===== src/logic/adc_pkg.sv =====
package adc_pkg;

  // result word and buffering
  localparam int WORD_W     = 24;
  localparam int FIFO_DEPTH = 16;
  localparam int CNT_W      = 16;
  localparam int BITCNT_W   = 5;
  localparam logic [BITCNT_W-1:0] BITS_PER_WORD = 5'h18;
  localparam logic [BITCNT_W-1:0] BITCNT_ZERO   = 5'h00;
  localparam logic [BITCNT_W-1:0] BITCNT_ONE    = 5'h01;

  // clock and timing figures
  localparam int MCLK_PERIOD_NS   = 40;
  localparam int CS_TRISTATE_NS   = 8;
  localparam int CS_SETUP_NS      = 5;
  localparam int SCLK_GUARD_MCLK  = 3;
  // longest time, rounded down, but never below one cycle
  localparam int CS_TRISTATE_CYC  = (CS_TRISTATE_NS / MCLK_PERIOD_NS) < 1 ? 1 :
                                    (CS_TRISTATE_NS / MCLK_PERIOD_NS);
  // internal shift clock half period, in master clock cycles
  localparam logic [7:0] SCLK_HALF_CYC = 8'h01;

  // conversion lengths in master clock cycles at the slowest rate
  localparam logic [CNT_W-1:0] SETTLE_WIDE_BW  = 16'h0100;
  localparam logic [CNT_W-1:0] SETTLE_LL_SINGLE = 16'h0200;
  localparam logic [CNT_W-1:0] SETTLE_LL_FAST   = 16'h0080;
  localparam logic [CNT_W-1:0] SETTLE_MIN       = 16'h0001;
  localparam logic [CNT_W-1:0] CNT_ONE          = 16'h0001;

  // positions inside the synchronised pin vector
  localparam int PIN_W        = 9;
  localparam int PIN_START    = 0;
  localparam int PIN_CS_N     = 1;
  localparam int PIN_SCLK     = 2;
  localparam int PIN_SCLK_SEL = 3;
  localparam int PIN_ROUTE    = 4;
  localparam int PIN_LOWLAT   = 5;
  localparam int PIN_IFACE    = 6;
  localparam int PIN_RATE_LO  = 7;
  localparam int PIN_RATE_HI  = 8;

  typedef enum logic [1:0] {CV_IDLE, CV_RUN, CV_HOLD} conv_state_t;
  typedef enum logic [1:0] {SH_IDLE, SH_LOAD, SH_SHIFT} shift_state_t;

endpackage : adc_pkg


===== src/logic/sample_fifo.sv =====
`timescale 1ns/1ps
module sample_fifo #(
  parameter int WIDTH = 24,
  parameter int DEPTH = 16
) (
  input  wire logic             clk,
  input  wire logic             reset_n,
  input  wire logic             wr_valid,
  output logic                  wr_ready,
  input  wire logic [WIDTH-1:0] wr_data,
  output logic                  rd_valid,
  input  wire logic             rd_ready,
  output logic [WIDTH-1:0]      rd_data
);

  localparam int AW = $clog2(DEPTH);

  typedef struct packed {
    logic [DEPTH-1:0][WIDTH-1:0] mem;
    logic [AW-1:0]               wptr;
    logic [AW-1:0]               rptr;
    logic [AW:0]                 count;
  } fifo_st_t;

  fifo_st_t s_q;
  fifo_st_t s_d;
  logic     do_wr;
  logic     do_rd;

  assign wr_ready = (s_q.count != DEPTH[AW:0]);
  assign rd_valid = (s_q.count != '0);
  assign rd_data  = s_q.mem[s_q.rptr];
  assign do_wr    = wr_valid && wr_ready;
  assign do_rd    = rd_valid && rd_ready;

  always_comb begin
    s_d = s_q;
    if (do_wr) begin
      s_d.mem[s_q.wptr] = wr_data;
      s_d.wptr          = (s_q.wptr == AW'(DEPTH - 1)) ? '0 : s_q.wptr + 1'b1;
    end
    if (do_rd) begin
      s_d.rptr = (s_q.rptr == AW'(DEPTH - 1)) ? '0 : s_q.rptr + 1'b1;
    end
    if (do_wr && !do_rd) begin
      s_d.count = s_q.count + 1'b1;
    end else if (do_rd && !do_wr) begin
      s_d.count = s_q.count - 1'b1;
    end
  end

  always_ff @(posedge clk or negedge reset_n) begin
    if (!reset_n) begin
      s_q <= '0;
    end else begin
      s_q <= s_d;
    end
  end

endmodule : sample_fifo


===== src/logic/adc_readout.sv =====
// How it works
// - low-latency select picks single-cycle or fast settling
// - route select: 0 wide-bandwidth, 1 low-latency
// - start launches, restarts and synchronises conversions
// - chip select high floats serial data output
// - positive shift clock driven only when internal
// - negative shift clock complements internal, else floats
// - new data bit after each shift clock rise but the first, which repeats the msb
// - start sampled on master clock rising edge
// - restart mid-conversion discards data, starts afresh
// - interface select: 0 differential, 1 single-ended
// - clock source select: internal or host clock
`timescale 1ns/1ps
module adc_readout #(
  parameter int FIFO_DEPTH = adc_pkg::FIFO_DEPTH
) (
  input  wire logic                        mclk,
  input  wire logic                        reset_n,
  input  wire logic                        start,
  input  wire logic                        cs_n,
  input  wire logic                        sclk_sel,
  input  wire logic                        iface_cmos_select,
  input  wire logic                        filter_route_select,
  input  wire logic                        lowlat_settle_select,
  input  wire logic [1:0]                  output_rate_select,
  input  wire logic                        sclk_in,
  input  wire logic [adc_pkg::WORD_W-1:0]  sample_data,
  input  wire logic                        sample_overrange,
  output logic                             sclk_p_out,
  output logic                             sclk_p_oe,
  output logic                             sclk_n_out,
  output logic                             sclk_n_oe,
  output logic                             dout_p,
  output logic                             dout_n,
  output logic                             dout_oe,
  output logic                             result_ready_strobe,
  output logic                             result_ready_strobe_n,
  output logic                             diff_pins_enable,
  output logic                             range_exceeded_flag,
  output logic                             wide_path_enable,
  output logic                             lowlat_path_enable,
  output logic                             single_cycle_settle,
  output logic                             conversion_busy
);

  typedef struct packed {
    logic [adc_pkg::PIN_W-1:0]    meta;
    logic [adc_pkg::PIN_W-1:0]    sync;
    logic                         start_prev;
    logic                         sclk_prev;
    adc_pkg::conv_state_t         cv;
    logic [adc_pkg::CNT_W-1:0]    cnt;
    logic [adc_pkg::WORD_W-1:0]   result;
    logic                         push;
    adc_pkg::shift_state_t        sh;
    logic [adc_pkg::WORD_W-1:0]   shreg;
    logic [adc_pkg::BITCNT_W-1:0] bitcnt;
    logic [7:0]                   div;
    logic                         sclk_int;
    logic                         pop;
    logic                         dout;
    logic                         dout_n;
    logic                         dout_oe;
    logic                         strobe;
    logic                         strobe_n;
    logic                         sclk_p;
    logic                         sclk_p_oe;
    logic                         sclk_n;
    logic                         sclk_n_oe;
    logic                         diff_en;
    logic                         range_flag;
    logic                         wide_en;
    logic                         lowlat_en;
    logic                         single_settle;
    logic                         busy;
  } st_t;

  st_t s_q;
  st_t s_d;

  logic                         fifo_wr_ready;
  logic                         fifo_rd_valid;
  logic [adc_pkg::WORD_W-1:0]   fifo_rd_data;
  logic [adc_pkg::PIN_W-1:0]    pins;

  assign pins[adc_pkg::PIN_START]    = start;
  assign pins[adc_pkg::PIN_CS_N]     = cs_n;
  assign pins[adc_pkg::PIN_SCLK]     = sclk_in;
  assign pins[adc_pkg::PIN_SCLK_SEL] = sclk_sel;
  assign pins[adc_pkg::PIN_ROUTE]    = filter_route_select;
  assign pins[adc_pkg::PIN_LOWLAT]   = lowlat_settle_select;
  assign pins[adc_pkg::PIN_IFACE]    = iface_cmos_select;
  assign pins[adc_pkg::PIN_RATE_LO]  = output_rate_select[0];
  assign pins[adc_pkg::PIN_RATE_HI]  = output_rate_select[1];

  // conversion length from the filter path, settling variant and rate
  function automatic logic [adc_pkg::CNT_W-1:0] settle_len(
    input logic       route_ll,
    input logic       ll_fast,
    input logic [1:0] rate
  );
    logic [adc_pkg::CNT_W-1:0] base;
    logic [adc_pkg::CNT_W-1:0] len;
    base = adc_pkg::SETTLE_WIDE_BW;
    if (route_ll) begin
      base = ll_fast ? adc_pkg::SETTLE_LL_FAST : adc_pkg::SETTLE_LL_SINGLE;
    end
    len = base >> rate;
    if (len < adc_pkg::SETTLE_MIN) begin
      len = adc_pkg::SETTLE_MIN;
    end
    return len;
  endfunction : settle_len

  always_comb begin
    logic                      start_lvl;
    logic                      start_rise;
    logic                      ext_clk;
    logic                      sclk_rise;
    logic                      sclk_fall;
    logic                      lvds_mode;
    logic [1:0]                rate;
    logic [adc_pkg::CNT_W-1:0] len;
    s_d        = s_q;
    start_lvl  = s_q.sync[adc_pkg::PIN_START];
    ext_clk    = s_q.sync[adc_pkg::PIN_SCLK_SEL];
    lvds_mode  = !s_q.sync[adc_pkg::PIN_IFACE];
    rate       = {s_q.sync[adc_pkg::PIN_RATE_HI], s_q.sync[adc_pkg::PIN_RATE_LO]};
    len        = settle_len(s_q.sync[adc_pkg::PIN_ROUTE], s_q.sync[adc_pkg::PIN_LOWLAT], rate);
    start_rise = 1'b0;
    sclk_rise  = 1'b0;
    sclk_fall  = 1'b0;

    // first stage feeds only the second
    s_d.meta       = pins;
    s_d.sync       = s_q.meta;
    s_d.start_prev = start_lvl;
    s_d.sclk_prev  = s_q.sync[adc_pkg::PIN_SCLK];
    start_rise     = start_lvl && !s_q.start_prev;

    // static path selects
    // levels only: the filters themselves sit outside this block
    s_d.wide_en       = !s_q.sync[adc_pkg::PIN_ROUTE];
    s_d.lowlat_en     = s_q.sync[adc_pkg::PIN_ROUTE];
    s_d.single_settle = !s_q.sync[adc_pkg::PIN_LOWLAT];

    // conversion sequencer
    unique case (s_q.cv)
      adc_pkg::CV_IDLE: begin
        if (start_rise) begin
          s_d.cv  = adc_pkg::CV_RUN;
          s_d.cnt = len;
        end
      end
      adc_pkg::CV_RUN: begin
        // the word is taken only on the last count, so a restart just reloads
        if (start_rise) begin
          s_d.cnt = len;
        end else if (s_q.cnt == adc_pkg::CNT_ONE) begin
          s_d.result     = sample_data;
          s_d.range_flag = sample_overrange;
          s_d.push       = 1'b1;
          s_d.cv         = adc_pkg::CV_HOLD;
        end else begin
          s_d.cnt = s_q.cnt - adc_pkg::CNT_ONE;
        end
      end
      adc_pkg::CV_HOLD: begin
        // a full buffer holds the finished word and stalls the next conversion
        if (fifo_wr_ready) begin
          s_d.push = 1'b0;
          if (start_lvl) begin
            s_d.cv  = adc_pkg::CV_RUN;
            s_d.cnt = len;
          end else begin
            s_d.cv = adc_pkg::CV_IDLE;
          end
        end
      end
      default: begin
        s_d.cv = adc_pkg::CV_IDLE;
      end
    endcase
    s_d.busy = (s_d.cv != adc_pkg::CV_IDLE);

    // shift clock events
    // host edges arrive three edges late, so the host clock must stay slow
    if (ext_clk) begin
      sclk_rise = s_q.sync[adc_pkg::PIN_SCLK] && !s_q.sclk_prev;
      sclk_fall = !s_q.sync[adc_pkg::PIN_SCLK] && s_q.sclk_prev;
    end else if (s_q.sh == adc_pkg::SH_SHIFT) begin
      if (s_q.div == 8'h00) begin
        s_d.div      = adc_pkg::SCLK_HALF_CYC - 8'h01;
        s_d.sclk_int = !s_q.sclk_int;
        sclk_rise    = !s_q.sclk_int;
        sclk_fall    = s_q.sclk_int;
      end else begin
        s_d.div = s_q.div - 8'h01;
      end
    end

    // readout sequencer
    s_d.strobe = 1'b0;
    s_d.pop    = 1'b0;
    unique case (s_q.sh)
      adc_pkg::SH_IDLE: begin
        s_d.sclk_int = 1'b0;
        s_d.div      = adc_pkg::SCLK_HALF_CYC - 8'h01;
        // the registered pop lands with the load, which takes the head word before it moves
        if (fifo_rd_valid) begin
          s_d.pop = 1'b1;
          s_d.sh  = adc_pkg::SH_LOAD;
        end
      end
      adc_pkg::SH_LOAD: begin
        s_d.shreg  = fifo_rd_data;
        s_d.dout   = fifo_rd_data[adc_pkg::WORD_W-1];
        s_d.bitcnt = adc_pkg::BITCNT_ZERO;
        s_d.strobe = 1'b1;
        s_d.sh     = adc_pkg::SH_SHIFT;
      end
      adc_pkg::SH_SHIFT: begin
        // the first rise shows the msb again, so 24 rises pair with 24 falls
        if (sclk_rise && (s_q.bitcnt != adc_pkg::BITS_PER_WORD)) begin
          s_d.dout   = s_q.shreg[adc_pkg::WORD_W-1];
          s_d.shreg  = {s_q.shreg[adc_pkg::WORD_W-2:0], 1'b0};
          s_d.bitcnt = s_q.bitcnt + adc_pkg::BITCNT_ONE;
        end else if (sclk_fall && (s_q.bitcnt == adc_pkg::BITS_PER_WORD)) begin
          // a host clock must stop here, well ahead of the next strobe
          s_d.sh       = adc_pkg::SH_IDLE;
          s_d.sclk_int = 1'b0;
        end
      end
      default: begin
        s_d.sh = adc_pkg::SH_IDLE;
      end
    endcase

    // pin drivers
    // selects act three edges after the pin moves
    s_d.dout_oe   = !s_q.sync[adc_pkg::PIN_CS_N];
    s_d.sclk_p    = s_d.sclk_int;
    s_d.sclk_p_oe = !ext_clk;
    s_d.sclk_n    = ext_clk ? 1'b0 : !s_d.sclk_int;
    s_d.sclk_n_oe = !ext_clk;
    s_d.diff_en   = lvds_mode;
    s_d.dout_n    = lvds_mode ? !s_d.dout : 1'b0;
    s_d.strobe_n  = lvds_mode ? !s_d.strobe : 1'b0;
  end

  always_ff @(posedge mclk or negedge reset_n) begin
    if (!reset_n) begin
      // selects wake on the quiet side, deselected and host-clocked, so no
      // pin is driven before the synchronisers hold the real levels
      s_q                             <= '0;
      s_q.meta[adc_pkg::PIN_CS_N]     <= 1'b1;
      s_q.sync[adc_pkg::PIN_CS_N]     <= 1'b1;
      s_q.meta[adc_pkg::PIN_SCLK_SEL] <= 1'b1;
      s_q.sync[adc_pkg::PIN_SCLK_SEL] <= 1'b1;
      s_q.cv                          <= adc_pkg::CV_IDLE;
      s_q.sh                          <= adc_pkg::SH_IDLE;
    end else begin
      s_q <= s_d;
    end
  end

  // the buffer lets conversions run on while a slow host reads
  sample_fifo #(
    .WIDTH (adc_pkg::WORD_W),
    .DEPTH (FIFO_DEPTH)
  ) u_fifo (
    .clk      (mclk),
    .reset_n  (reset_n),
    .wr_valid (s_q.push),
    .wr_ready (fifo_wr_ready),
    .wr_data  (s_q.result),
    .rd_valid (fifo_rd_valid),
    .rd_ready (s_q.pop),
    .rd_data  (fifo_rd_data)
  );

  // every output is a register bit; nothing combinational reaches a pin
  assign sclk_p_out            = s_q.sclk_p;
  assign sclk_p_oe             = s_q.sclk_p_oe;
  assign sclk_n_out            = s_q.sclk_n;
  assign sclk_n_oe             = s_q.sclk_n_oe;
  assign dout_p                = s_q.dout;
  assign dout_n                = s_q.dout_n;
  assign dout_oe               = s_q.dout_oe;
  assign result_ready_strobe   = s_q.strobe;
  assign result_ready_strobe_n = s_q.strobe_n;
  assign diff_pins_enable      = s_q.diff_en;
  assign range_exceeded_flag   = s_q.range_flag;
  assign wide_path_enable      = s_q.wide_en;
  assign lowlat_path_enable    = s_q.lowlat_en;
  assign single_cycle_settle   = s_q.single_settle;
  assign conversion_busy       = s_q.busy;

endmodule : adc_readout


===== config.mk =====
export PLATFORM = sky130hd
export DESIGN_NAME = adc_readout
export DESIGN_NICKNAME = d
export VERILOG_FILES = /design/src/logic/adc_pkg.sv /design/src/logic/sample_fifo.sv /design/src/logic/adc_readout.sv
export SDC_FILE = /design/constraint.sdc
export NUM_CORES = 1
export LEC_CHECK = 0
export BUFFER_PORTS_ARGS = -buffer_cell sky130_fd_sc_hd__buf_2
export CORE_ASPECT_RATIO = 1.1
export CORE_MARGIN = 2
export CORE_UTILIZATION = 50
export DETAILED_ROUTE_END_ITERATION = 10
export GPL_TIMING_DRIVEN = 0
export PLACE_DENSITY = 0.66
export SLEW_MARGIN = 20
export SYNTH_ARGS = -nofsm -noshare
export SYNTH_HDL_FRONTEND = slang
export SYNTH_SLANG_ARGS = --single-unit

===== constraint.sdc =====
create_clock -name mclk -period 3.3 [get_ports mclk]
set_clock_uncertainty 0.2 [all_clocks]
set_input_delay 0.66 -clock mclk [delete_from_list [all_inputs] [get_ports mclk]]
set_output_delay 0.66 -clock mclk [all_outputs]
set_load 0.005 [all_outputs]

==> out/qor.json, run 1 <==
{
  "groute.usage.overall": {"value": 23.1, "unit": "%"},
  "drt_drc_violations_left": {"value": 0},
  "max-clock-path-buffers": {"value": 3},
  "yosys_most_used_dff": {"value": "sky130_fd_sc_hd__dfrtp_1"},
  "port_buffers": {"value": 50},
  "worstRegToRegCells": {"value": 10},
  "clock-root-buffer": {"value": "sky130_fd_sc_hd__clkbuf_16"},
  "setup-violations-final": {"value": 0},
  "num_rows": {"value": 82},
  "first_pass_grt_wire_length": {"value": 85.2, "unit": "mm"},
  "hold_viol_final": {"value": 0},
  "worst-slew-pin-transition": {"value": 1.06, "unit": "ns"},
  "final_net_count": {"value": 1800},
  "cts_num_sinks": {"value": 514},
  "pin_count": {"value": 51},
  "die_area": {"value": 0.0480, "unit": "mm²"},
  "synth_top_area_cell": {"value": "sky130_fd_sc_hd__dfrtp_1"},
  "place_inst": {"value": 2259},
  "grt_antenna_before_repair": {"value": 0},
  "post_synth_inst_count": {"value": 1616},
  "drt-initial-drc-count": {"value": 913},
  "mean_instance_size_in_the_synthesized_netlist": {"value": 14.3, "unit": "µm²"},
  "maximum_number_of_pins_on_one_net_before_global_route_repair": {"value": 104},
  "antenna_cells": {"value": 0},
  "regToRegSetupSlack": {"value": 0.18, "unit": "ns"},
  "nFillCells": {"value": 3632},
  "vdd_drop_max": {"value": 541, "unit": "µV"},
  "synth-edff-count": {"value": 0},
  "route.final.wire_length": {"value": 53.8, "unit": "mm"},
  "die_width": {"value": 209, "unit": "µm"},
  "static_leak": {"value": 12.4, "unit": "nW"},
  "ys_async_sr_fraction": {"value": 100, "unit": "%"},
  "clkSlewWorstSetupHoldPaths": {"value": 0.06, "unit": "ns"},
  "netlist_top_cells_area": {"value": "sky130_fd_sc_hd__dfrtp_1, sky130_fd_sc_hd__mux2_2, sky130_fd_sc_hd__mux4_2"},
  "layout-drive-gt1-share": {"value": 40.0, "unit": "%"},
  "post_synth_top_area_share": {"value": 55.2, "unit": "%"},
  "startpoint": {"value": "u_fifo.s_q[1]$_DFFE_PN0P_"},
  "setup.worst_path.end_class": {"value": "register"},
  "critPathKind": {"value": "register to register"},
  "timing.final.max_slew_violations": {"value": 0},
  "min_delay_path_class": {"value": "input pin to register"},
  "cts_tree": {"value": "built"},
  "result_of_the_run": {"value": "complete, no violations"},
  "detail_placement_hpwl": {"value": 35.3, "unit": "mm"},
  "coreArea": {"value": 0.0457, "unit": "mm²"},
  "post_synth_num_cell_types": {"value": 59},
  "cts_htree_levels": {"value": 2},
  "fmaxAchievable": {"value": 321, "unit": "MHz"},
  "netlist_area": {"value": 0.0231, "unit": "mm²"},
  "most_common_library_cell_in_the_layout_ignoring_fill_and_taps": {"value": "sky130_fd_sc_hd__dfrtp_1"},
  "initial_core_util": {"value": 50.7, "unit": "%"},
  "route.detailed.vias_per_inst": {"value": 5.92},
  "worst_ep_required_time": {"value": 3.58, "unit": "ns"},
  "synth_warnings": {"value": 0},
  "final-instance-count-excl-fill": {"value": 2368},
  "maxCapViolCount": {"value": 0},
  "data_arrival_time_at_the_worst_slack_endpoint": {"value": 3.39, "unit": "ns"},
  "routed_wire_length_per_instance": {"value": 22.7, "unit": "µm"},
  "p_per_area": {"value": 953, "unit": "mW/mm²"},
  "first_pass_iters": {"value": 5},
  "worst_r2r_endpoint": {"value": "u_fifo.s_q[4]$_DFFE_PN0P_"},
  "tritoncts_buffers": {"value": 54},
  "timing.slew.headroom": {"value": 29.0, "unit": "%"},
  "setup.worst_path.end": {"value": "u_fifo.s_q[4]$_DFFE_PN0P_"},
  "layout.cells.most_common_list": {"value": "sky130_fd_sc_hd__dfrtp_1, sky130_fd_sc_hd__mux2_2, sky130_fd_sc_hd__mux4_2"},
  "seq_area_frac_synth": {"value": 55.6, "unit": "%"},
  "critPathLaunchType": {"value": "register"},
  "flow.area_growth_from_synthesis": {"value": 13.5, "unit": "%"},
  "gp_congestion": {"value": 0.815},
  "hold_slack": {"value": 0.0927, "unit": "ns"},
  "layout_worst_path_cycle_share": {"value": 94.5, "unit": "%"},
  "synth.net_count": {"value": 1678},
  "period_minus_slack": {"value": 3.12, "unit": "ns"},
  "gr-total-overflow": {"value": 0},
  "clk-insertion-delay-late": {"value": 0.59, "unit": "ns"},
  "route.vias.total": {"value": 14000},
  "unrepaired_setup_endpoints_after_global_routing": {"value": "false"},
  "grt_pass1_vias": {"value": 14800},
  "worst-path-max-fanout": {"value": 5},
  "die_h": {"value": 230, "unit": "µm"},
  "synth.ff_latch_count": {"value": 514},
  "critical_path.reg2reg.startpoint": {"value": "u_fifo.s_q[1]$_DFFE_PN0P_"},
  "ant_nets": {"value": 0}
}
==> critical path, cell delays in order, from the launching register on <==
cell                      delay, ns
sky130_fd_sc_hd__dfrtp_1       0.46
sky130_fd_sc_hd__or4_1         0.68
sky130_fd_sc_hd__o21ai_4       0.20
sky130_fd_sc_hd__ha_1          0.22
sky130_fd_sc_hd__inv_1         0.12
sky130_fd_sc_hd__fa_1          0.42
sky130_fd_sc_hd__a21o_1        0.17
sky130_fd_sc_hd__a21oi_1       0.18
sky130_fd_sc_hd__xnor2_1       0.15
sky130_fd_sc_hd__nor2_1        0.07
sky130_fd_sc_hd__xnor2_1       0.14
==> routing by layer <==
| layer | track usage [%] | share of wire (%) |
|---|---|---|
| met3 | 2.98 | 4.0 |
| met2 | 38.0 | 49 |
| met5 | 0 | 0 |
| met1 | 31.8 | 44 |
| met4 | 8.06 | 3.2 |
==> cell type report <==
| cell class | count | area [µm²] | area share (%) |
|---|---|---|---|
| repair buffers | 66 | 505 | 1.93 |
| well taps | 588 | 736 | 2.80 |
| multi-input cells | 958 | 9670 | 36.8 |
| flip-flops and latches | 514 | 12900 | 49.0 |
| inverters | 25 | 93.8 | 0.358 |
| clock buffers | 85 | 1660 | 6.32 |
| plain buffers | 119 | 544 | 2.07 |
| clock inverters | 13 | 169 | 0.644 |
==> synthesized netlist by cell type, types with 3 or more instances <==
| cell type | instances |
|---|---|
| sky130_fd_sc_hd__and3_1 | 9 |
| sky130_fd_sc_hd__dfstp_2 | 4 |
| sky130_fd_sc_hd__a21oi_1 | 81 |
| sky130_fd_sc_hd__a22oi_1 | 43 |
| sky130_fd_sc_hd__nor4_1 | 5 |
| sky130_fd_sc_hd__a211oi_1 | 4 |
| sky130_fd_sc_hd__nor2_1 | 50 |
| sky130_fd_sc_hd__a21o_1 | 6 |
| sky130_fd_sc_hd__clkbuf_1 | 71 |
| sky130_fd_sc_hd__o2bb2ai_1 | 3 |
| sky130_fd_sc_hd__nor3_1 | 11 |
| sky130_fd_sc_hd__buf_1 | 7 |
| sky130_fd_sc_hd__nor2b_1 | 14 |
| sky130_fd_sc_hd__nand4_1 | 8 |
| sky130_fd_sc_hd__o21ai_0 | 31 |
| sky130_fd_sc_hd__buf_4 | 3 |
| sky130_fd_sc_hd__ha_1 | 25 |
| sky130_fd_sc_hd__and2_1 | 4 |
| sky130_fd_sc_hd__buf_6 | 4 |
| sky130_fd_sc_hd__mux2i_1 | 10 |
| sky130_fd_sc_hd__xnor2_1 | 10 |
| sky130_fd_sc_hd__o31ai_1 | 18 |
| sky130_fd_sc_hd__a221oi_1 | 4 |
| sky130_fd_sc_hd__o21a_1 | 5 |
| sky130_fd_sc_hd__mux2_2 | 410 |
| sky130_fd_sc_hd__a31oi_1 | 6 |
| sky130_fd_sc_hd__or3_1 | 5 |
| sky130_fd_sc_hd__nand2b_1 | 5 |
| sky130_fd_sc_hd__o22ai_1 | 5 |
| sky130_fd_sc_hd__buf_2 | 34 |
| sky130_fd_sc_hd__inv_1 | 24 |
| sky130_fd_sc_hd__nor3b_1 | 3 |
| sky130_fd_sc_hd__dfrtp_1 | 510 |
| sky130_fd_sc_hd__nand3_1 | 22 |
| sky130_fd_sc_hd__nand2_1 | 36 |
| sky130_fd_sc_hd__mux4_2 | 96 |
==> worst min-delay path by stage <==
stage	slack, ns	depth (start not counted)	from	endpoint
floorplan	0.13	0	s_d[101]$_DFF_PN0_	s_d[100]$_DFF_PN0_
global placement	0.14	0	s_d[106]$_DFF_PN0_	s_q[106]$_DFF_PN0_
detailed placement	0.13	0	s_d[105]$_DFF_PN0_	s_d[2]$_DFF_PN0_
CTS	0.07	2	sample_data[4]	s_q[61]$_DFFE_PN0P_
global route	0.08	2	sample_overrange	range_exceeded_flag$_DFFE_PN0P_
finish	0.09	2	sample_data[14]	s_q[71]$_DFFE_PN0P_
==> cell families after synthesis <==
| group | synth area share (%) |
|---|---|
| AO/OA/AOI/OAI | 5.94 |
| XOR/XNOR | 0.454 |
| adder cells (fa/ha/maj) | 1.44 |
| buffers and inverters | 2.70 |
| flip-flops | 55.6 |
| multiplexers | 29.8 |
| AND/OR/NAND/NOR | 4.04 |
==> state kept, by name, indices dropped and copies added, names as in the netlist <==
name                   cells
sclk_n_out                 1
result_ready_strobe        1
single_cycle_settle        1
s_d                       12
diff_pins_enable           1
dout_n                     1
lowlat_path_enable         1
s_q                       91
conversion_busy            1
result_ready_strobe_n      1
range_exceeded_flag        1
wide_path_enable           1
sclk_n_oe                  1
sclk_p_out                 1
dout_oe                    1
dout_p                     1
u_fifo.s_q               397
==> stage by stage <==
stage / TNS, ns / setup slack (ns) / power [W] / util (%) / instance area, µm²
3_3_place_gp: -4504.45 / -8.85 / 0.0185 / 52.8 / 24100
3_5_place_dp: -0.728 / -0.225 / 0.0189 / 53.1 / 24300
4_1_cts: 0 / 0.00901 / 0.0252 / 57.4 / 26200
5_1_grt: 0 / 0.00472 / 0.0265 / 57.5 / 26200
2_1_floorplan: 0 / 0.318 / 0.0160 / - / 23100
6_report: 0 / 0.183 / 0.0250 / 57.5 / 26200
==> report_power, final <==
group | internal, W | leakage, nW | switching (W) | total, W
Sequential | 0.00829 | 6.86 | 0.00134 | 0.00963
Combinational | 0.00427 | 4.61 | 0.00491 | 0.00918
Clock | 0.00374 | 0.908 | 0.00247 | 0.00621
Total | 0.0163 | 12.4 | 0.00872 | 0.0250
==> repair_timing <==
item                                   in CTS  in global routing
buffers inserted                            0                  1
resized for setup                           5                 22
endpoints found under the hold margin      67                  0
setup endpoints to repair                  22                 24
hold buffers                               10                  0
pin swaps                                   0                  1
Power figures use the tool's default switching activity.
==> run 2, diff against run 1 <==
--- a/config.mk
+++ b/config.mk
@@ -8,10 +8,10 @@
 export BUFFER_PORTS_ARGS = -buffer_cell sky130_fd_sc_hd__buf_2
 export CORE_ASPECT_RATIO = 1.1
 export CORE_MARGIN = 2
-export CORE_UTILIZATION = 50
+export CORE_UTILIZATION = 63
 export DETAILED_ROUTE_END_ITERATION = 10
 export GPL_TIMING_DRIVEN = 0
-export PLACE_DENSITY = 0.66
+export PLACE_DENSITY = 0.8
 export SLEW_MARGIN = 20
 export SYNTH_ARGS = -nofsm -noshare
 export SYNTH_HDL_FRONTEND = slang
==> run 2 against run 1 <==
- sequential cell count stayed put
- non-clock buffer count stayed put
- critical path type unchanged
- global-route usage is 6.1 points higher
- largest cell class unchanged
- critical endpoint is now s_q[47]$_DFFE_PN0P_
- highest routed layer unchanged
- die area is 20% lower
==> out/qor.json, run 2 (synthesized netlist as in run 1, its figures left out) <==
{
  "result_of_the_run": {"value": "complete, no violations", "change": "unchanged"},
  "max-clock-path-buffers": {"value": 3, "change": "unchanged"},
  "period_minus_slack": {"value": 3.28, "unit": "ns", "change": "was 3.12 ns"},
  "place_ws": {"value": -0.151, "unit": "ns", "change": "was -0.225 ns"},
  "layout_worst_path_cycle_share": {"value": 99.3, "unit": "%", "change": "was 94.5%"},
  "data_arrival_time_at_the_worst_slack_endpoint": {"value": 3.52, "unit": "ns", "change": "was 3.39 ns"},
  "ant_nets": {"value": 0, "change": "unchanged"},
  "gr-total-overflow": {"value": 0, "change": "unchanged"},
  "most_common_library_cell_in_the_layout_ignoring_fill_and_taps": {"value": "sky130_fd_sc_hd__dfrtp_1", "change": "unchanged"},
  "routed_wire_length_per_instance": {"value": 23.9, "unit": "µm", "change": "was 22.7 µm"},
  "tritoncts_buffers": {"value": 52, "change": "was 54"},
  "num_rows": {"value": 73, "change": "was 82"},
  "largest_register_ffs": {"value": 397, "change": "unchanged"},
  "p_per_area": {"value": 958, "unit": "mW/mm²", "change": "was 953 mW/mm²"},
  "grt_pass1_vias": {"value": 15100, "change": "was 14800"},
  "worst-slew-pin-transition": {"value": 1.09, "unit": "ns", "change": "was 1.06 ns"},
  "die_area": {"value": 0.0383, "unit": "mm²", "change": "was 0.0480 mm²"},
  "die_h": {"value": 205, "unit": "µm", "change": "was 230 µm"},
  "groute.usage.overall": {"value": 29.3, "unit": "%", "change": "was 23.1%"},
  "grt_antenna_before_repair": {"value": 0, "change": "unchanged"},
  "antenna_cells": {"value": 0, "change": "unchanged"},
  "post-route-worst-setup-slack": {"value": 0.0234, "unit": "ns", "change": "was 0.183 ns"},
  "setup.worst_path.end_class": {"value": "register", "change": "unchanged"},
  "top_register": {"value": "u_fifo.s_q", "change": "unchanged"},
  "fmaxAchievable": {"value": 305, "unit": "MHz", "change": "was 321 MHz"},
  "die_width": {"value": 187, "unit": "µm", "change": "was 209 µm"},
  "coreArea": {"value": 0.0362, "unit": "mm²", "change": "was 0.0457 mm²"},
  "route.final.wire_length": {"value": 54.1, "unit": "mm", "change": "was 53.8 mm"},
  "gp_congestion": {"value": 0.833, "change": "was 0.815"},
  "static_leak": {"value": 12.3, "unit": "nW", "change": "was 12.4 nW"},
  "place_inst": {"value": 2158, "change": "was 2259"},
  "maxCapViolCount": {"value": 0, "change": "unchanged"},
  "timing.slew.headroom": {"value": 27.7, "unit": "%", "change": "was 29.0%"},
  "detail_placement_hpwl": {"value": 34.5, "unit": "mm", "change": "was 35.3 mm"},
  "timing.final.max_slew_violations": {"value": 0, "change": "unchanged"},
  "port_buffers": {"value": 50, "change": "unchanged"},
  "cts_htree_levels": {"value": 2, "change": "unchanged"},
  "route.detailed.vias_per_inst": {"value": 6.36, "change": "was 5.92"},
  "final_net_count": {"value": 1798, "change": "was 1800"},
  "drt_drc_violations_left": {"value": 0, "change": "unchanged"},
  "route.vias.total": {"value": 14400, "change": "was 14000"},
  "unrepaired_setup_endpoints_after_global_routing": {"value": "true", "change": "was false"},
  "worst-path-max-fanout": {"value": 10, "change": "was 5"},
  "clkSlewWorstSetupHoldPaths": {"value": 0.06, "unit": "ns", "change": "about the same"},
  "critPathLaunchType": {"value": "register", "change": "unchanged"},
  "hold_viol_final": {"value": 0, "change": "unchanged"},
  "flow.area_growth_from_synthesis": {"value": 12.5, "unit": "%", "change": "was 13.5%"},
  "clk-insertion-delay-late": {"value": 0.59, "unit": "ns", "change": "about the same"},
  "min_delay_path_class": {"value": "input pin to register", "change": "unchanged"},
  "clock-root-buffer": {"value": "sky130_fd_sc_hd__clkbuf_16", "change": "unchanged"},
  "layout.cells.most_common_list": {"value": "sky130_fd_sc_hd__dfrtp_1, sky130_fd_sc_hd__mux2_2, sky130_fd_sc_hd__mux4_2", "change": "unchanged"},
  "first_pass_iters": {"value": 5, "change": "unchanged"},
  "final-instance-count-excl-fill": {"value": 2266, "change": "was 2368"},
  "first_pass_grt_wire_length": {"value": 85.8, "unit": "mm", "change": "was 85.2 mm"},
  "cts_num_sinks": {"value": 514, "change": "unchanged"},
  "worst_ep_required_time": {"value": 3.55, "unit": "ns", "change": "was 3.58 ns"},
  "pin_count": {"value": 51, "change": "unchanged"},
  "drt-initial-drc-count": {"value": 1206, "change": "was 913"},
  "initial_core_util": {"value": 63.9, "unit": "%", "change": "was 50.7%"},
  "vdd_drop_max": {"value": 637, "unit": "µV", "change": "was 541 µV"},
  "critPathKind": {"value": "register to register", "change": "unchanged"},
  "maximum_number_of_pins_on_one_net_before_global_route_repair": {"value": 105, "change": "was 104"},
  "setup-violations-final": {"value": 0, "change": "unchanged"},
  "cts_tree": {"value": "built", "change": "unchanged"},
  "layout-drive-gt1-share": {"value": 39.5, "unit": "%", "change": "was 40.0%"}
}
[run 2: cell types whose count changed in the layout (fill, tap and decap cells not counted), sizes merged]
cell	previous run	this run
bufinv	4	3
clkinvlp	0	1
clkinv	9	10
clkbuf	157	153
inv	25	27
[run 2: layout make-up]
cell class | instances | area (µm²)
fillers | 2408 | 10200
flip-flops and latches | 514 | 12900
inverters | 25 | 93.8
well taps | 487 | 609
plain buffers | 119 | 537
clock inverters | 16 | 175
multi-input cells | 958 | 9660
repair buffers | 66 | 505
clock buffers | 81 | 1560
[run 2: final timing paths]
path	startpoint	end	slack, ns	depth (start not counted)
worst max register to register	u_fifo.s_q[6]$_DFFE_PN0P_	s_q[47]$_DFFE_PN0P_	0.02	8
max in group asynchronous	reset_n	u_fifo.s_q[26]$_DFFE_PN0P_	0.86	5
worst max-delay path	u_fifo.s_q[6]$_DFFE_PN0P_	s_q[47]$_DFFE_PN0P_	0.02	8
worst min-delay path	sample_data[11]	s_q[68]$_DFFE_PN0P_	0.09	2
worst min register to register	s_d[109]$_DFF_PN0_	s_q[109]$_DFF_PN0_	0.14	0
min in group asynchronous	reset_n	s_q[23]$_DFFE_PN0P_	0.40	2
[run 2: power breakdown]
| part | leakage (nW) | total, W | internal (W) | switching [W] |
|---|---|---|---|---|
| combinational | 4.59 | 0.00929 | 0.00427 | 0.00502 |
| clock | 0.857 | 0.00596 | 0.00349 | 0.00246 |
| sequential | 6.86 | 0.00967 | 0.00829 | 0.00138 |
[run 2: timing repair]
item                                   CTS  global route
pin swaps                                0             1
hold buffers                            10             0
endpoints found under the hold margin   57             0
setup endpoints to repair                2            24
gates resized for setup                  3            11
setup buffers                            0             1
[run 2: layer usage]
metal  track usage, %  vias up  part of all wire [%]
li1                 -     6243                     -
met1             38.8     7526                    41
met2             48.5      494                    50
met3             4.20      143                   5.1
met4             13.8        0                   4.3
met5                0        -                     0
[run 2: per-stage QoR]
step	util, %	TNS (ns)	total power, W	instance area, µm²	hold slack, ns
2_1_floorplan	-	0	0.0160	23100	0.131
6_report	71.9	0	0.0249	26000	0.0891
3_5_place_dp	66.7	-0.151	0.0188	24100	0.135
5_1_grt	71.9	-0.174	0.0262	26000	0.0834
4_1_cts	71.8	0	0.0249	26000	0.0640
3_3_place_gp	66.3	-4364.13	0.0183	24000	0.132
[run 2: critical path, cell delays in order, from the launching register on]
cell and delay (ns):
sky130_fd_sc_hd__dfrtp_1 0.35, sky130_fd_sc_hd__clkbuf_1 0.31, sky130_fd_sc_hd__clkbuf_1 0.51, sky130_fd_sc_hd__buf_1 0.76, sky130_fd_sc_hd__mux4_2 0.43, sky130_fd_sc_hd__a22oi_1 0.16, sky130_fd_sc_hd__a21oi_1 0.12, sky130_fd_sc_hd__a21oi_1 0.20
sky130_fd_sc_hd__a21oi_1 0.09
==> run 3, diff against run 2 <==
--- a/config.mk
+++ b/config.mk
@@ -11,8 +11,9 @@
 export CORE_UTILIZATION = 63
 export DETAILED_ROUTE_END_ITERATION = 10
 export GPL_TIMING_DRIVEN = 0
+export MAX_ROUTING_LAYER = met4
 export PLACE_DENSITY = 0.8
-export SLEW_MARGIN = 20
+export SLEW_MARGIN = 25
 export SYNTH_ARGS = -nofsm -noshare
 export SYNTH_HDL_FRONTEND = slang
 export SYNTH_SLANG_ARGS = --single-unit
==> constraint.sdc (replaced) <==
create_clock -name mclk -period 3.41 [get_ports mclk]
set_clock_uncertainty 0.2 [all_clocks]
set_input_delay 0.682 -clock mclk [delete_from_list [all_inputs] [get_ports mclk]]
set_output_delay 0.682 -clock mclk [all_outputs]
set_load 0.005 [all_outputs]
==> run 3 against run 2 <==
- routed wire length is essentially flat
- register-to-register slack improved by 0.07 ns
- total power fell by 3.0%
- critical endpoint unchanged
- design area is essentially flat
- sequential cell count stayed put
- sequential power shrank 3.1%
==> out/qor.json, run 3 (synthesized netlist as in run 1, its figures left out) <==
{
  "result_of_the_run": {"value": "complete, no violations", "change": "unchanged"},
  "maximum_number_of_pins_on_one_net_before_global_route_repair": {"value": 98, "change": "was 105"},
  "p_per_area": {"value": 929, "unit": "mW/mm²", "change": "was 958 mW/mm²"},
  "most_common_library_cell_in_the_layout_ignoring_fill_and_taps": {"value": "sky130_fd_sc_hd__dfrtp_1", "change": "unchanged"},
  "place_ws": {"value": -0.0248, "unit": "ns", "change": "was -0.151 ns"},
  "final_area": {"value": 0.0260, "unit": "mm²", "change": "about the same"},
  "post-route-worst-setup-slack": {"value": 0.0887, "unit": "ns", "change": "was 0.0234 ns"},
  "gp_congestion": {"value": 0.846, "change": "was 0.833"},
  "timing.slew.headroom": {"value": 25.2, "unit": "%", "change": "was 27.7%"},
  "period_minus_slack": {"value": 3.32, "unit": "ns", "change": "was 3.28 ns"},
  "cts_num_sinks": {"value": 514, "change": "unchanged"},
  "setup_total_negative_slack": {"value": 0, "unit": "ns", "change": "unchanged"},
  "worstRegToRegCells": {"value": 8, "change": "unchanged"},
  "worst-path-max-fanout": {"value": 10, "change": "unchanged"},
  "setup.worst_path.end_class": {"value": "register", "change": "unchanged"},
  "cts_htree_levels": {"value": 2, "change": "unchanged"},
  "first_pass_grt_wire_length": {"value": 85.9, "unit": "mm", "change": "was 85.8 mm"},
  "critPathLaunchType": {"value": "register", "change": "unchanged"},
  "clkSlewWorstSetupHoldPaths": {"value": 0.06, "unit": "ns", "change": "about the same"},
  "route.final.wire_length": {"value": 54.2, "unit": "mm", "change": "was 54.1 mm"},
  "grt_pass1_vias": {"value": 15200, "change": "was 15100"},
  "initial_core_util": {"value": 63.9, "unit": "%", "change": "unchanged"},
  "drt-initial-drc-count": {"value": 1179, "change": "was 1206"},
  "setup-violations-final": {"value": 0, "change": "unchanged"},
  "tritoncts_buffers": {"value": 51, "change": "was 52"},
  "min_delay_path_depth": {"value": 2, "change": "unchanged"},
  "routed_wire_length_per_instance": {"value": 24.0, "unit": "µm", "change": "was 23.9 µm"},
  "clk-insertion-delay-late": {"value": 0.58, "unit": "ns", "change": "was 0.59 ns"},
  "drt_drc_violations_left": {"value": 0, "change": "unchanged"},
  "num_rows": {"value": 73, "change": "unchanged"},
  "clock-root-buffer": {"value": "sky130_fd_sc_hd__clkbuf_16", "change": "unchanged"},
  "use_met2": {"value": 48.8, "unit": "%", "change": "was 48.5%"},
  "global_route.usage.met1": {"value": 38.4, "unit": "%", "change": "was 38.8%"},
  "worst-slew-pin-transition": {"value": 1.12, "unit": "ns", "change": "was 1.09 ns"},
  "gr-total-overflow": {"value": 0, "change": "unchanged"},
  "final_net_count": {"value": 1796, "change": "was 1798"},
  "min_delay_path_class": {"value": "input pin to register", "change": "unchanged"},
  "maxCapViolCount": {"value": 0, "change": "unchanged"},
  "critPathKind": {"value": "register to register", "change": "unchanged"},
  "grt_antenna_before_repair": {"value": 0, "change": "unchanged"},
  "post-route-util": {"value": 72.0, "unit": "%", "change": "was 71.9%"},
  "die_h": {"value": 205, "unit": "µm", "change": "unchanged"},
  "gr-usage-met3": {"value": 4.83, "unit": "%", "change": "was 4.20%"},
  "vdd_drop_max": {"value": 580, "unit": "µV", "change": "was 637 µV"},
  "flow.area_growth_from_synthesis": {"value": 12.6, "unit": "%", "change": "was 12.5%"},
  "cts_tree": {"value": "built", "change": "unchanged"},
  "layout-drive-gt1-share": {"value": 39.3, "unit": "%", "change": "was 39.5%"},
  "coreArea": {"value": 0.0362, "unit": "mm²", "change": "unchanged"},
  "pin_count": {"value": 51, "change": "unchanged"},
  "max-clock-path-buffers": {"value": 3, "change": "unchanged"},
  "die_width": {"value": 187, "unit": "µm", "change": "unchanged"},
  "ant_nets": {"value": 0, "change": "unchanged"},
  "layout_worst_path_cycle_share": {"value": 97.4, "unit": "%", "change": "was 99.3%"},
  "antenna_cells": {"value": 0, "change": "unchanged"},
  "fmaxAchievable": {"value": 301, "unit": "MHz", "change": "was 305 MHz"},
  "route.detailed.vias_per_inst": {"value": 6.39, "change": "was 6.36"},
  "route.vias.total": {"value": 14400, "change": "about the same"},
  "groute.usage.overall": {"value": 30.3, "unit": "%", "change": "was 29.3%"},
  "busiest_layer": {"value": "met2", "change": "unchanged"},
  "top_register": {"value": "u_fifo.s_q", "change": "unchanged"},
  "placement_cell_area": {"value": 0.0241, "unit": "mm²", "change": "about the same"},
  "worst_ep_required_time": {"value": 3.64, "unit": "ns", "change": "was 3.55 ns"},
  "first_pass_iters": {"value": 6, "change": "was 5"},
  "cts_setup_buffers": {"value": 0, "change": "unchanged"},
  "hold_viol_final": {"value": 0, "change": "unchanged"},
  "static_leak": {"value": 12.3, "unit": "nW", "change": "about the same"},
  "layout.cells.most_common_list": {"value": "sky130_fd_sc_hd__dfrtp_1, sky130_fd_sc_hd__mux2_2, sky130_fd_sc_hd__mux4_2", "change": "unchanged"},
  "port_buffers": {"value": 50, "change": "unchanged"},
  "die_area": {"value": 0.0383, "unit": "mm²", "change": "unchanged"},
  "timing.final.max_slew_violations": {"value": 0, "change": "unchanged"},
  "detail_placement_hpwl": {"value": 34.6, "unit": "mm", "change": "was 34.5 mm"},
  "data_arrival_time_at_the_worst_slack_endpoint": {"value": 3.55, "unit": "ns", "change": "was 3.52 ns"},
  "largest_register_ffs": {"value": 397, "change": "unchanged"}
}
[run 3: cell count changes in the layout (fill, tap and decap cells not counted), moves of 2 or more]
cell	before	now
sky130_fd_sc_hd__inv_6	2	0
sky130_fd_sc_hd__clkbuf_2	5	1
sky130_fd_sc_hd__clkinv_2	8	4
sky130_fd_sc_hd__clkbuf_8	13	15
sky130_fd_sc_hd__bufinv_16	3	5
[run 3: worst paths after layout]
check / end / slack (ns) / start
setup / recovery: s_q[47]$_DFFE_PN0P_ / 0.09 / u_fifo.s_q[6]$_DFFE_PN0P_
min in group asynchronous: s_q[19]$_DFFE_PN0P_ / 0.50 / reset_n
max in group asynchronous: u_fifo.s_q[214]$_DFFE_PN0P_ / 0.78 / reset_n
setup reg to reg: s_q[47]$_DFFE_PN0P_ / 0.09 / u_fifo.s_q[6]$_DFFE_PN0P_
hold reg to reg: s_q[109]$_DFF_PN0_ / 0.15 / s_d[109]$_DFF_PN0_
hold / removal: s_q[57]$_DFFE_PN0P_ / 0.12 / sample_data[0]
[run 3: repair_timing]
action | in CTS | in global routing
gates resized for setup | 1 | 6
hold endpoints to repair | 92 | 0
hold buffers | 10 | 0
cloned | 0 | 0
endpoints found under the setup margin | 1 | 25
[run 3: final cells by class]
type                    instances  area [µm²]
plain buffers                 119         533
clock buffers                  80        1580
clock inverters                11         186
fillers                      2415       10100
inverters                      25        93.8
multi-input cells             958        9660
flip-flops and latches        514       12900
well taps                     487         609
repair buffers                 65         498
[run 3: power by group]
part | internal (W) | switching [W] | leakage (nW)
sequential | 0.00803 | 0.00134 | 6.86
combinational | 0.00412 | 0.00483 | 4.58
clock | 0.00354 | 0.00232 | 0.866
[run 3: stage by stage]
stage	cells	total power, W	hold slack [ns]
2_1_floorplan	1616	0.0155	0.131
3_3_place_gp	2153	0.0177	0.132
3_5_place_dp	2158	0.0182	0.135
4_1_cts	2259	0.0242	0.0993
5_1_grt	2259	0.0255	0.112
6_report	2259	0.0242	0.116
[run 3: per-layer routing]
metal	share of wire, %	wire (µm)
met1	41	22000
met2	50	26900
met3	4.9	2630
met4	4.9	2650
met5	0	0
[run 3: worst max-delay path, cell delays in order, from the launching register on]
cell,delay (ns)
sky130_fd_sc_hd__dfrtp_1,0.35
sky130_fd_sc_hd__clkbuf_1,0.31
sky130_fd_sc_hd__clkbuf_1,0.51
sky130_fd_sc_hd__clkbuf_1,0.78
sky130_fd_sc_hd__mux4_2,0.44
sky130_fd_sc_hd__a22oi_1,0.15
sky130_fd_sc_hd__a21oi_1,0.12
sky130_fd_sc_hd__a21oi_1,0.20
sky130_fd_sc_hd__a21oi_1,0.10
